<file path="config.mk">
export PLATFORM = sky130hd
export DESIGN_NAME = drive_freq_select
export DESIGN_NICKNAME = d
export VERILOG_FILES = /design/src/hdl/freq_sel_pkg.sv /design/src/hdl/input_debounce.sv /design/src/hdl/drive_freq_select.sv
export SDC_FILE = /design/constraint.sdc
export NUM_CORES = 1
export LEC_CHECK = 0
export BUFFER_PORTS_ARGS = -buffer_cell sky130_fd_sc_hd__buf_2
export CAP_MARGIN = 15
export CORE_ASPECT_RATIO = 0.5
export CORE_MARGIN = 1.5
export CORE_UTILIZATION = 65
export DETAILED_ROUTE_END_ITERATION = 10
export PLACE_DENSITY = 0.9
export SYNTH_ARGS = -nofsm -noshare
export SYNTH_HDL_FRONTEND = slang
export SYNTH_SLANG_ARGS = --single-unit
</file>
<file path="constraint.sdc">
create_clock -name mclk -period 31.6 [get_ports mclk]
set_input_delay 4.74 -clock mclk [delete_from_list [all_inputs] [get_ports mclk]]
set_output_delay 4.74 -clock mclk [all_outputs]
set_load 0.01 [all_outputs]
</file>
<file path="src/hdl/freq_sel_pkg.sv">
/*
 * Constants for the frequency reference conditioning block: register
 * offsets, field positions, reset values and timing counts.
 * Assumes mclk at 100 MHz; frequencies are in steps of 0.01 Hz.
 */
package freq_sel_pkg;
   localparam int CLK_PERIOD_NS   = 10;
   localparam int TICK_NS         = 1000000;
   localparam int TICK_CYCLES_DEF = TICK_NS / CLK_PERIOD_NS;
   localparam int FW              = 16;
   localparam int MW              = 14;
   localparam int NTERM           = 5;
   localparam int NBAND           = 3;
   localparam int FUNC_W          = 6;
   localparam int CMD_W           = 3;
   localparam int FRQ_W           = 4;
   localparam int JUMP_SHIFT      = 3;

   localparam logic [7:0] ADDR_CTRL       = 8'h00;
   localparam logic [7:0] ADDR_LIMIT_LO   = 8'h04;
   localparam logic [7:0] ADDR_LIMIT_HI   = 8'h08;
   localparam logic [7:0] ADDR_JUMP_FIRST = 8'h0C;
   localparam logic [7:0] ADDR_JUMP_LAST  = 8'h20;
   localparam logic [7:0] ADDR_SRC        = 8'h24;
   localparam logic [7:0] ADDR_FUNC       = 8'h28;
   localparam logic [7:0] ADDR_FILTER     = 8'h2C;
   localparam logic [7:0] ADDR_CONTACT    = 8'h30;
   localparam logic [7:0] ADDR_STATUS     = 8'h34;
   localparam logic [7:0] ADDR_FREQ       = 8'h38;

   localparam int CTRL_LIMIT_EN = 0;
   localparam int CTRL_JUMP_EN  = 1;
   localparam int CTRL_RUN_NC   = 2;
   localparam int SRC_PCMD      = 0;
   localparam int SRC_PFRQ      = 4;
   localparam int SRC_ACMD      = 8;
   localparam int SRC_AFRQ      = 12;
   localparam int FILT_ON       = 0;
   localparam int FILT_OFF      = 16;
   localparam int STAT_ALT      = 8;
   localparam int STAT_FWD      = 9;
   localparam int STAT_REV      = 10;

   localparam logic [2:0]       CTRL_RST     = 3'h0;
   localparam logic [NTERM-1:0] CONTACT_RST  = 5'h00;
   localparam logic [FW-1:0]    MAX_FREQ_DEF = 16'h1770;
   localparam logic [FW-1:0]    LIMIT_LO_RST = 16'h0032;
   localparam logic [FW-1:0]    JUMP_LO_RST [NBAND] =
      '{16'h03E8, 16'h07D0, 16'h0BB8};
   localparam logic [FW-1:0]    JUMP_HI_RST [NBAND] =
      '{16'h05DC, 16'h09C4, 16'h0DAC};
   localparam logic [MW-1:0]    FILT_ON_RST  = 14'h000A;
   localparam logic [MW-1:0]    FILT_OFF_RST = 14'h0003;
   localparam logic [MW-1:0]    FILT_MAX     = 14'h2710;

   localparam logic [CMD_W-1:0] CMD_RST      = 3'h0;
   localparam logic [CMD_W-1:0] CMD_MAX      = 3'h4;
   localparam logic [CMD_W-1:0] CMD_KEYPAD   = 3'h0;
   localparam logic [CMD_W-1:0] CMD_TERM_FR  = 3'h1;
   localparam logic [CMD_W-1:0] CMD_TERM_DIR = 3'h2;
   localparam logic [FRQ_W-1:0] FRQ_RST      = 4'h0;
   localparam logic [FRQ_W-1:0] FRQ_MAX      = 4'h8;
   localparam logic [FRQ_W-1:0] FRQ_KEY_LAST = 4'h1;
   localparam logic [FRQ_W-1:0] FRQ_V_LAST   = 4'h4;
   localparam logic [FRQ_W-1:0] FRQ_I_LAST   = 4'h6;
   localparam logic [FUNC_W-1:0] FUNC_RST    = 6'h00;
   localparam logic [FUNC_W-1:0] FUNC_ALT    = 6'h0F;
   localparam logic [FUNC_W-1:0] FUNC_MAX    = 6'h34;
endpackage : freq_sel_pkg

</file>
<file path="src/hdl/input_debounce.sv">
/*
 * On/off filter for one multi-function input terminal.
 * Assumes din is already synchronised to mclk and tick is a one-cycle
 * pulse every millisecond from the same clock.
 */
module input_debounce
   import freq_sel_pkg::*;
#(
   parameter int WID = MW
) (
   input  wire logic           mclk,
   input  wire logic           rst_n,
   input  wire logic           tick,
   input  wire logic           din,
   input  wire logic [WID-1:0] on_ms,
   input  wire logic [WID-1:0] off_ms,
   output logic                level
);
   logic [WID-1:0] cnt;
   logic [WID-1:0] limit;

   assign limit = din ? on_ms : off_ms;

   // One tick more than the limit is counted, because the first tick
   // may arrive at once after the change.
   always_ff @(posedge mclk or negedge rst_n) begin
      if (!rst_n) begin
         level <= 1'b0;
         cnt   <= '0;
      end else if (din == level) begin
         cnt <= '0;
      end else if (limit == '0 || cnt > limit) begin
         level <= din;
         cnt   <= '0;
      end else if (tick) begin
         cnt <= cnt + 1'b1;
      end
   end
endmodule : input_debounce

</file>
<file path="src/hdl/drive_freq_select.sv">
/*
 * Frequency reference conditioning for a motor drive: source select,
 * limit clamp, jump bands, input terminal filtering, register slave.
 * Assumes an Avalon-MM master on mclk and reference words on mclk;
 * terminal pins are asynchronous and are synchronised here.
 */
// Local design decisions: the Avalon-MM register port and the address map.
module drive_freq_select
   import freq_sel_pkg::*;
#(
   parameter int            TICK_CYCLES = TICK_CYCLES_DEF,
   parameter logic [FW-1:0] MAX_FREQ    = MAX_FREQ_DEF
) (
   input  wire logic             mclk,
   input  wire logic             rst_n,
   input  wire logic [7:0]       address,
   input  wire logic             read,
   input  wire logic             write,
   input  wire logic [31:0]      writedata,
   input  wire logic [3:0]       byteenable,
   output logic      [31:0]      readdata,
   output logic                  waitrequest,
   input  wire logic [NTERM-1:0] term_in,
   input  wire logic [1:0]       fwd_rev_run_inputs,
   input  wire logic [FW-1:0]    keypad_ref,
   input  wire logic [FW-1:0]    analog_voltage_input,
   input  wire logic [FW-1:0]    analog_current_input,
   input  wire logic [FW-1:0]    comm_ref,
   input  wire logic             keypad_fwd,
   input  wire logic             keypad_rev,
   input  wire logic             comm_fwd,
   input  wire logic             comm_rev,
   output logic      [FW-1:0]    freq_out,
   output logic                  run_fwd,
   output logic                  run_rev,
   output logic                  alt_source_select
);
   localparam int TW = $clog2(TICK_CYCLES + 1);

   logic                          rst_ff1;
   logic                          rst_q;
   logic [NTERM-1:0]              term_s1;
   logic [NTERM-1:0]              term_s2;
   logic [1:0]                    run_s1;
   logic [1:0]                    run_s2;
   logic [TW-1:0]                 tick_cnt;
   logic                          tick;
   logic                          limit_en;
   logic                          jump_en;
   logic                          run_nc;
   logic [FW-1:0]                 limit_lo;
   logic [FW-1:0]                 limit_hi;
   logic [FW-1:0]                 jump_lo [NBAND];
   logic [FW-1:0]                 jump_hi [NBAND];
   logic [CMD_W-1:0]              pri_cmd;
   logic [CMD_W-1:0]              alt_cmd;
   logic [FRQ_W-1:0]              pri_frq;
   logic [FRQ_W-1:0]              alt_frq;
   logic [NTERM-1:0][FUNC_W-1:0]  term_func;
   logic [MW-1:0]                 on_ms;
   logic [MW-1:0]                 off_ms;
   logic [NTERM-1:0]              contact;
   logic [NTERM-1:0]              term_status;
   logic [NTERM-1:0]              alt_hit;
   logic                          wr_go;
   logic                          rd_go;
   logic                          in_jump;
   logic [1:0]                    band;
   logic [31:0]                   reg_rd;
   logic [31:0]                   be_mask;
   logic [31:0]                   wmerge;
   logic [FW-1:0]                 wv;
   logic                          running;
   logic [CMD_W-1:0]              cmd_code;
   logic [FRQ_W-1:0]              frq_code;
   logic [1:0]                    run_lvl;
   logic                          next_fwd;
   logic                          next_rev;
   logic [FW-1:0]                 sel_ref;
   logic [FW-1:0]                 clamp_ref;
   logic [FW-1:0]                 next_freq;

   always_ff @(posedge mclk or negedge rst_n) begin
      if (!rst_n) begin
         rst_ff1 <= 1'b0;
         rst_q   <= 1'b0;
      end else begin
         rst_ff1 <= 1'b1;
         rst_q   <= rst_ff1;
      end
   end

   always_ff @(posedge mclk or negedge rst_q) begin
      if (!rst_q) begin
         term_s1 <= '0;
         term_s2 <= '0;
         run_s1  <= '0;
         run_s2  <= '0;
      end else begin
         term_s1 <= term_in;
         term_s2 <= term_s1;
         run_s1  <= fwd_rev_run_inputs;
         run_s2  <= run_s1;
      end
   end

   // A shared millisecond tick keeps the per-terminal counters narrow.
   always_ff @(posedge mclk or negedge rst_q) begin
      if (!rst_q) begin
         tick_cnt <= '0;
         tick     <= 1'b0;
      end else if (tick_cnt == TW'(TICK_CYCLES - 1)) begin
         tick_cnt <= '0;
         tick     <= 1'b1;
      end else begin
         tick_cnt <= tick_cnt + 1'b1;
         tick     <= 1'b0;
      end
   end

   assign wr_go   = write & ~waitrequest;
   assign rd_go   = read & waitrequest;
   assign in_jump = address >= ADDR_JUMP_FIRST &&
                    address <= ADDR_JUMP_LAST;
   assign band    = 2'((address - ADDR_JUMP_FIRST) >> JUMP_SHIFT);
   assign be_mask = {{8{byteenable[3]}}, {8{byteenable[2]}},
                     {8{byteenable[1]}}, {8{byteenable[0]}}};
   assign wmerge  = (reg_rd & ~be_mask) | (writedata & be_mask);
   assign wv      = wmerge[FW-1:0];
   assign running = run_fwd | run_rev;

   always_comb begin
      reg_rd = 32'h0000_0000;
      if (address == ADDR_CTRL) begin
         reg_rd[CTRL_LIMIT_EN] = limit_en;
         reg_rd[CTRL_JUMP_EN]  = jump_en;
         reg_rd[CTRL_RUN_NC]   = run_nc;
      end else if (address == ADDR_LIMIT_LO) begin
         reg_rd[FW-1:0] = limit_en ? limit_lo : '0;
      end else if (address == ADDR_LIMIT_HI) begin
         reg_rd[FW-1:0] = limit_en ? limit_hi : '0;
      end else if (in_jump) begin
         reg_rd[FW-1:0] = address[2] ? jump_lo[band] : jump_hi[band];
      end else if (address == ADDR_SRC) begin
         reg_rd[SRC_PCMD +: CMD_W] = pri_cmd;
         reg_rd[SRC_PFRQ +: FRQ_W] = pri_frq;
         reg_rd[SRC_ACMD +: CMD_W] = alt_cmd;
         reg_rd[SRC_AFRQ +: FRQ_W] = alt_frq;
      end else if (address == ADDR_FUNC) begin
         reg_rd[NTERM*FUNC_W-1:0] = term_func;
      end else if (address == ADDR_FILTER) begin
         reg_rd[FILT_ON +: MW]  = on_ms;
         reg_rd[FILT_OFF +: MW] = off_ms;
      end else if (address == ADDR_CONTACT) begin
         reg_rd[NTERM-1:0] = contact;
      end else if (address == ADDR_STATUS) begin
         reg_rd[NTERM-1:0] = term_status;
         reg_rd[STAT_ALT]  = alt_source_select;
         reg_rd[STAT_FWD]  = run_fwd;
         reg_rd[STAT_REV]  = run_rev;
      end else if (address == ADDR_FREQ) begin
         reg_rd[FW-1:0] = freq_out;
      end
   end

   // Every request sees exactly one wait cycle.
   always_ff @(posedge mclk or negedge rst_q) begin
      if (!rst_q) begin
         waitrequest <= 1'b1;
         readdata    <= 32'h0000_0000;
      end else begin
         waitrequest <= ~((read | write) & waitrequest);
         if (rd_go) begin
            readdata <= reg_rd;
         end
      end
   end

   always_ff @(posedge mclk or negedge rst_q) begin
      if (!rst_q) begin
         limit_en <= CTRL_RST[CTRL_LIMIT_EN];
         jump_en  <= CTRL_RST[CTRL_JUMP_EN];
         run_nc   <= CTRL_RST[CTRL_RUN_NC];
      end else if (wr_go && address == ADDR_CTRL) begin
         limit_en <= wmerge[CTRL_LIMIT_EN];
         jump_en  <= wmerge[CTRL_JUMP_EN];
         run_nc   <= wmerge[CTRL_RUN_NC];
      end
   end

   // Out-of-range values are dropped, keeping lo <= hi <= maximum.
   always_ff @(posedge mclk or negedge rst_q) begin
      if (!rst_q) begin
         limit_lo <= LIMIT_LO_RST;
         limit_hi <= MAX_FREQ;
      end else if (wr_go && limit_en) begin
         if (address == ADDR_LIMIT_LO &&
             wv <= MAX_FREQ && wv <= limit_hi) begin
            limit_lo <= wv;
         end else if (address == ADDR_LIMIT_HI &&
                      wv >= limit_lo && wv <= MAX_FREQ) begin
            limit_hi <= wv;
         end
      end
   end

   always_ff @(posedge mclk or negedge rst_q) begin
      if (!rst_q) begin
         jump_lo <= JUMP_LO_RST;
         jump_hi <= JUMP_HI_RST;
      end else if (wr_go && in_jump) begin
         if (address[2]) begin
            if (wv <= jump_hi[band]) begin
               jump_lo[band] <= wv;
            end
         end else if (wv >= jump_lo[band] && wv <= MAX_FREQ) begin
            jump_hi[band] <= wv;
         end
      end
   end

   always_ff @(posedge mclk or negedge rst_q) begin
      if (!rst_q) begin
         pri_cmd <= CMD_RST;
         pri_frq <= FRQ_RST;
         alt_cmd <= CMD_RST;
         alt_frq <= FRQ_RST;
      end else if (wr_go && address == ADDR_SRC) begin
         if (wmerge[SRC_PCMD +: CMD_W] <= CMD_MAX) begin
            pri_cmd <= wmerge[SRC_PCMD +: CMD_W];
         end
         if (wmerge[SRC_PFRQ +: FRQ_W] <= FRQ_MAX) begin
            pri_frq <= wmerge[SRC_PFRQ +: FRQ_W];
         end
         if (!(running && !alt_source_select)) begin
            if (wmerge[SRC_ACMD +: CMD_W] <= CMD_MAX) begin
               alt_cmd <= wmerge[SRC_ACMD +: CMD_W];
            end
            if (wmerge[SRC_AFRQ +: FRQ_W] <= FRQ_MAX) begin
               alt_frq <= wmerge[SRC_AFRQ +: FRQ_W];
            end
         end
      end
   end

   always_ff @(posedge mclk or negedge rst_q) begin
      if (!rst_q) begin
         term_func <= {NTERM{FUNC_RST}};
         on_ms     <= FILT_ON_RST;
         off_ms    <= FILT_OFF_RST;
         contact   <= CONTACT_RST;
      end else if (wr_go) begin
         if (address == ADDR_FUNC) begin
            for (int i = 0; i < NTERM; i++) begin
               if (wmerge[i*FUNC_W +: FUNC_W] <= FUNC_MAX) begin
                  term_func[i] <= wmerge[i*FUNC_W +: FUNC_W];
               end
            end
         end else if (address == ADDR_FILTER) begin
            if (wmerge[FILT_ON +: MW] <= FILT_MAX) begin
               on_ms <= wmerge[FILT_ON +: MW];
            end
            if (wmerge[FILT_OFF +: MW] <= FILT_MAX) begin
               off_ms <= wmerge[FILT_OFF +: MW];
            end
         end else if (address == ADDR_CONTACT) begin
            contact <= wmerge[NTERM-1:0];
         end
      end
   end

   genvar g;
   for (g = 0; g < NTERM; g++) begin : g_term
      input_debounce #(
         .WID (MW)
      ) u_deb (
         .mclk   (mclk),
         .rst_n  (rst_q),
         .tick   (tick),
         .din    (term_s2[g] ^ contact[g]),
         .on_ms  (on_ms),
         .off_ms (off_ms),
         .level  (term_status[g])
      );
      assign alt_hit[g] = term_status[g] &&
                          term_func[g] == FUNC_ALT;
   end

   always_ff @(posedge mclk or negedge rst_q) begin
      if (!rst_q) begin
         alt_source_select <= 1'b0;
      end else begin
         alt_source_select <= |alt_hit;
      end
   end

   // A normally-closed run contact reads active while the pin is low.
   assign run_lvl  = run_s2 ^ {2{run_nc}};
   assign cmd_code = alt_source_select ? alt_cmd : pri_cmd;
   assign frq_code = alt_source_select ? alt_frq : pri_frq;

   always_comb begin
      next_fwd = 1'b0;
      next_rev = 1'b0;
      case (cmd_code)
         CMD_KEYPAD: begin
            next_fwd = keypad_fwd & ~keypad_rev;
            next_rev = keypad_rev & ~keypad_fwd;
         end
         CMD_TERM_FR: begin
            next_fwd = run_lvl[0] & ~run_lvl[1];
            next_rev = run_lvl[1] & ~run_lvl[0];
         end
         CMD_TERM_DIR: begin
            next_fwd = run_lvl[0] & ~run_lvl[1];
            next_rev = run_lvl[0] & run_lvl[1];
         end
         default: begin
            next_fwd = comm_fwd & ~comm_rev;
            next_rev = comm_rev & ~comm_fwd;
         end
      endcase
   end

   always_ff @(posedge mclk or negedge rst_q) begin
      if (!rst_q) begin
         run_fwd <= 1'b0;
         run_rev <= 1'b0;
      end else begin
         run_fwd <= next_fwd;
         run_rev <= next_rev;
      end
   end

   always_comb begin
      if (frq_code <= FRQ_KEY_LAST) begin
         sel_ref = keypad_ref;
      end else if (frq_code <= FRQ_V_LAST) begin
         sel_ref = analog_voltage_input;
      end else if (frq_code <= FRQ_I_LAST) begin
         sel_ref = analog_current_input;
      end else begin
         sel_ref = comm_ref;
      end
   end

   // The clamp acts on every source, keypad included.
   always_comb begin
      clamp_ref = sel_ref;
      if (limit_en && sel_ref < limit_lo) begin
         clamp_ref = limit_lo;
      end else if (limit_en && sel_ref > limit_hi) begin
         clamp_ref = limit_hi;
      end
   end

   // Jump bands act on the clamped value, so a held band edge can fall outside the limits.
   // The direction of approach is judged from the last output: from
   // below the low edge is held, from above the high edge.
   always_comb begin
      next_freq = clamp_ref;
      if (jump_en) begin
         for (int i = 0; i < NBAND; i++) begin
            if (next_freq > jump_lo[i] && next_freq < jump_hi[i]) begin
               if (freq_out >= jump_hi[i]) begin
                  next_freq = jump_hi[i];
               end else begin
                  next_freq = jump_lo[i];
               end
            end
         end
      end
   end

   // Once the reference leaves a band the output follows it in one
   // step, so the band is crossed without dwelling inside it.
   always_ff @(posedge mclk or negedge rst_q) begin
      if (!rst_q) begin
         freq_out <= '0;
      end else begin
         freq_out <= next_freq;
      end
   end

   for (g = 0; g < NBAND; g++) begin : g_band

   end
endmodule : drive_freq_select

</file>
# Word-level counts from Yosys, hierarchy flattened

Cells that the tools add are included.

Flip-flop bits (word level): 367
Bits in latches: 0
Bits in writable memories: 0
Memory bits (read-only): 0
Bits of input ports: 123
Output and inout port bits: 52
Word-level logic and storage cells: 305
Memories kept: 0

Add/subtract/negate cells: 7
Multiply operators: 0
Div/mod/pow operators: 0
Magnitude comparators: 39
Eq/ne operators: 21
Shift-type cells: 0
Multiplexer cells: 87
Bitwise operators: 41
Reduce and logical (&&, ||, !) cells: 63

Operator list:

| operator                | number |
|---|---|
| $mux W16                | 35 |
| $mux W14                | 26 |
| $bwmux W48              | 2 |
| $ge A16 B16 Y1          | 5 |
| $add A14 B1 Y14 const B | 5 |
| $gt A14 B14 Y1          | 5 |
| $logic_not A14 Y1       | 5 |
| $bmux W16 S2            | 2 |
| $gt A16 B16 Y1          | 4 |
| $lt A16 B16 Y1          | 4 |
| $and A30 B30 Y30        | 2 |
| $eq A8 B6 Y1 const B    | 6 |
| $demux W16 S2           | 1 |
| $le A16 B16 Y1          | 2 |
| $eq A6 B4 Y1 const B    | 5 |
| $le A6 B6 Y1 const B    | 5 |
| $mux W30                | 1 |
| $not A30 Y30            | 1 |
| $or A30 B30 Y30         | 1 |
| $reduce_and A3 Y1       | 10 |
| $le A14 B14 Y1 const B  | 2 |
| $mux W27                | 1 |
| $logic_and A1 B1 Y1     | 22 |
| $not A1 Y1              | 18 |
| 41 further kinds        | 88 |

# Depth between registers and ports, before layout

Depth in word-level cells: 27
Mapped depth: 52
Gate-level depth less buffers: 47

# By module

A second synthesis with hierarchy kept.

Cell total of the unflattened synthesis: 3085
Area total of the unflattened synthesis: 28747.6 um^2

By module, submodules not included:

| module                               | times used | cells an instance | area each (um^2) | seq. area each (um^2) |
|---|---|---|---|---|
| drive_freq_select                    | 1          | 2404              | 22382.7          | 7373.3 |
| input_debounce (g_term[0].u_deb ...) | 4          | 137               | 1273.7           | 375.4 |
| input_debounce (g_term[4].u_deb)     | 1          | 133               | 1270.0           | 375.4 |

# Worst setup path after synthesis

OpenSTA, ideal clock, no wires.

Path type: input port to flip-flop
Start: input port comm_ref[10]
End: register freq_out[10]
Arrival time: 14084 ps
Setup slack: 17392 ps
Stages on the path: 43
Buffers on the path: 4
Path through: mux2i_1 nand2_1 o21ai_0 o21ai_0 ha_1 nand4_1 or4_1 a21o_1 a31oi_2 clkbuf_1 mux2_2 o21ai_0 inv_1 ha_1 a21o_1 nand3_1 a21oi_1 or4_1 (+7 left out) o21a_1 o21ai_0 a21oi_1 a311o_1 a21oi_2 buf_2 mux2_2 ha_1 a21o_1 a21o_1 a21oi_1 nor2_1 a2111oi_0 o221ai_1 o41ai_2 clkbuf_1 a31oi_1 o31a_1

Longest elaborated chain between the ends: 19
Elaborated cells between the ends (all ways): 24
Those cells by class: 8 x order compare; 11 x mux; 5 x reduce/logical

Ends and longest elaborated chain:

| item                                             | line                     | source |
|---|---|---|
| from (decl)                                      | drive_freq_select.sv:28  | `input wire logic [FW-1:0] comm_ref,` |
| $mux W16 *                                       | drive_freq_select.sv:340 | `end else if (frq_code <= FRQ_I_LAST) begin` |
| $mux W16 *                                       | drive_freq_select.sv:338 | `end else if (frq_code <= FRQ_V_LAST) begin` |
| $mux W16 *                                       | drive_freq_select.sv:336 | `if (frq_code <= FRQ_KEY_LAST) begin` |
| $gt A16 B16 Y1                                   | drive_freq_select.sv:352 | `end else if (limit_en && sel_ref > limit_hi) begin` |
| $logic_and A1 B1 Y1                              | drive_freq_select.sv:352 |  |
| $mux W16                                         | drive_freq_select.sv:352 |  |
| $mux W16 *                                       | drive_freq_select.sv:350 | `if (limit_en && sel_ref < limit_lo) begin` |
| $gt A16 B16 Y1 or $lt A16 B16 Y1 (tied branches) | drive_freq_select.sv:364 | `if (next_freq > jump_lo[i] && next_freq < jump_hi[i]) begin` |
| (+4 left out)                                    | -                        |  |
| $logic_and A1 B1 Y1                              | drive_freq_select.sv:364 |  |
| $mux W16                                         | drive_freq_select.sv:364 |  |
| $mux W16                                         | drive_freq_select.sv:362 | `if (jump_en) begin` |
| $gt A16 B16 Y1 or $lt A16 B16 Y1 (tied branches) | drive_freq_select.sv:364 |  |
| $logic_and A1 B1 Y1                              | drive_freq_select.sv:364 |  |
| $mux W16                                         | drive_freq_select.sv:364 |  |
| $mux W16 *                                       | drive_freq_select.sv:362 |  |
| via next_freq[10]                                | drive_freq_select.sv:81  | `logic [FW-1:0] next_freq;` |
| to (signal assigned)                             | drive_freq_select.sv:381 | `freq_out <= next_freq;` |
| to (decl)                                        | drive_freq_select.sv:33  | `output logic [FW-1:0] freq_out,` |

The timed path passes the listed nets; every way through them passes the cells marked *. The select of a mux whose other input is x is not followed.
A chain may end at the register's enable or synchronous reset.

# Worst setup path in the final report

Start: input port comm_ref[11]
End: register freq_out[7]

The elaborated chain is that of the path after synthesis.

==> out/qor.csv <==
metric,value,unit
final_nets,3599,
io_pins,175,
synth_area,28400,um^2
path_clk_slew,0.07,ns
slew_violations,0,
crit_start,comm_ref[11],
cp.depth,44,
finish.utilization,0.731,
rsz0062_at_grt,false,
power_density,40.1,nW/um^2
reg2reg_from,alt_source_select,
outcome,finished clean,
yosys_warnings,0,
synth_edf_count,0,
grt_pass1_wl,143000,um
hold_path_depth,0,
yosys.area.top_type,dfrtp_1,
timing.final.crit_period,16.87,ns
dieArea,45100,um^2
crit_end,freq_out[7],
worstPathMaxFanout,31,
cp-start-kind,primary input,
n_antenna_cell,0,
grt_use_met1,0.524,
numPortBuffers,170,
synth_top_area_frac,0.276,
synthTopCellsByArea,"dfrtp_1 28%, ha_1 14%, mux2_2 7.2%",
drt-initial-drc-count,3273,
cts_buffers,37,
gp_congestion,1.06,
relSlewSlack,0.163,
whs,0.348,ns
wl_per_cell,24.8,um
dp_hpwl,67900,um
synth_cells,3039,
drcViolationCount,0,
tightest_slew,1.25,ns
clk_path_buf_depth,3,
ys_ff_latch,367,
synth_fa_ha_area_frac,0.139,
final-setup-viol-count,0,
drive_gt1_frac,0.184,
antenna_found_initial,2,
synthMuxAreaShare,0.149,
core,42600,um^2
synth_compound_area_frac,0.155,
final_hold_viol_count,0,
synth_top_family_by_area,simple AND/OR/NAND/NOR gates,
first_global_vias,25228,
ir_drop,0.0434,mV
drt.antenna.violating_nets,0,
drtPass1Iterations,6,
reg2reg_slack,17.00,ns
reg2reg_to,freq_out[7],
setup_slack,14.73,ns
yosys.area_share.simple,0.155,
setup_tns,0,ns
grt_max_degree,165,
wl,93500,um
top_usage_layer,met2,
synth.yosys.seq_area_share,0.325,
cts.sinks,367,
postSynthAreaPerCell,9.36,um^2
dp_slack,14.67,ns
p_leak,14.3,nW
synthTopCellsByCount,"316 x ha_1, 314 x dfrtp_1, 251 x nand2_1, 220 x nor2_1, 197 x o21ai_0",
crit_type,in -> reg,
async_flop_share,1.00,
ff2ff_path_depth,44,
cts_max_level,2,
synthToLayoutAreaGrowth,9.44,%
die_w,299,um
fin_cells,3765,
period_share,0.534,
cts_tree,yes,
postCtsResizedCells,0,
crit_slowest_cell,a31oi_2,
worstPathArrival,17.36,ns
hold_buffers,0,
cp_slowest_stage_delay,0.89,ns
dieHeight,151,um
synth.distinct_cells,103,
cp.buffers_inverters,4,
drv_cap,0,
post-cts-setup-buffers,0,
hold_class,reg -> reg,
cp_top_family,compound AO/OA/AOI/OAI gates,
viasPerCell,6.84,
fin_skew,0.0151,ns
ys.flop_type,dfrtp_1,
groute.layer.met2.usage,0.650,
yosysMostFrequentCell,ha_1,
dp.cells,3696,
fp-row-count,53,
overflow,0,
fmax,59.3,MHz
crit_required,32.09,ns
grtUsageTotal,0.411,
start_util,0.668,
fillers,3038,
clk_latency,0.56,ns
use_met3,0.0947,
synth_xor_area_frac,0.0300,
vias,25752,
cts_root_buf,clkbuf_16,
critPathCaptureType,register,
==> kinds of logic (layout without fill, tap and decap cells) <==
| group | after synthesis | in the layout |
|---|---|---|
| adder cells (fa/ha/maj) | 316 | 316 |
| AO/OA/AOI/OAI | 677 | 677 |
| multiplexers | 385 | 385 |
| XOR/XNOR | 93 | 93 |
| other | 2 | 3 |
| buffers and inverters | 326 | 474 |
| AND/OR/NAND/NOR | 873 | 873 |
| flip-flops | 367 | 367 |
==> layout make-up <==
type                       count  area, um^2  share of cell area
clock buffer                  52        1050              0.0338
clock inverter                15         213             0.00683
inverter                     190         718              0.0231
multi-input combinational   2347       17900               0.577
sequential                   367        9250               0.297
tap                          577         722              0.0232
timing repair buffer         217        1220              0.0392
==> worst reg2reg max path, delay by kind of cell (launching register included) <==
family	cells	cell delay (ns)
adder cells (fa/ha/maj)	4	1.39
multiplexers	3	1.30
AO/OA/AOI/OAI	22	7.33
AND/OR/NAND/NOR	12	2.98
buffers and inverters	3	0.77
flip-flops	1	0.79
==> report_power, final <==
part | switching (mW) | internal [mW] | total (mW)
combinational | 0.165 | 0.0992 | 0.264
sequential | 0.0207 | 0.483 | 0.504
clock | 0.204 | 0.275 | 0.479
==> sequential cells by signal, summed over array words and instances (netlist names), 3 cells and up <==
register	flops
alt_frq	4
off_ms	14
term_s2	5
tick_cnt	17
jump_lo	48
contact	5
term_func	30
pri_frq	4
limit_lo	16
readdata	30
freq_out	16
limit_hi	16
alt_cmd	3
term_s1	5
on_ms	14
jump_hi	48
pri_cmd	3
g_term.u_deb.cnt	70
g_term.u_deb.level	5
==> cells in the final DEF (no fill, tap or decap), drive strengths merged, types with 9 or more instances in the layout <==
cell	instances
ha	316
dfrtp	314
nand2	251
nor2	222
buf	217
o21ai	203
mux2	195
inv	189
mux2i	184
a21oi	138
nand4	86
a21o	73
nand3	59
dfstp	53
a31oi	53
clkbuf	52
xor2	48
xnor2	45
nor2b	35
nand2b	32
o21a	29
nor3	28
and2	28
and4	25
and3	25
nor4	23
a221oi	19
o31a	18
a211oi	18
o211ai	17
o31ai	15
or2	10
clkinv	9
==> per-stage QoR <==
step                      instance area, um^2  total power, mW
after CTS                               31100             1.24
after global placement                  29800            0.754
final                                   31100             1.25
after global routing                    31100             1.29
after floorplan                         28400            0.676
after detailed placement                29800            0.763
==> routing by layer <==
metal	vias up	part of all wire	routed length (um)
met1	12357	0.38	35900
met3	447	0.11	10700
met2	1620	0.44	41000
li1	11324	-	-
met4	4	0.062	5790
met5	-	0.00026	24
==> worst min path at each step <==
stage	to	start	slack, ns
after floorplan	rst_q	rst_ff1	0.33
after global placement	run_s2[1]	run_s1[1]	0.33
after detailed placement	run_s2[1]	run_s1[1]	0.34
after CTS	run_s2[1]	run_s1[1]	0.35
after global routing	run_s2[0]	run_s1[0]	0.35
final	run_s2[0]	run_s1[0]	0.35
(Power assumes the default switching activity.)
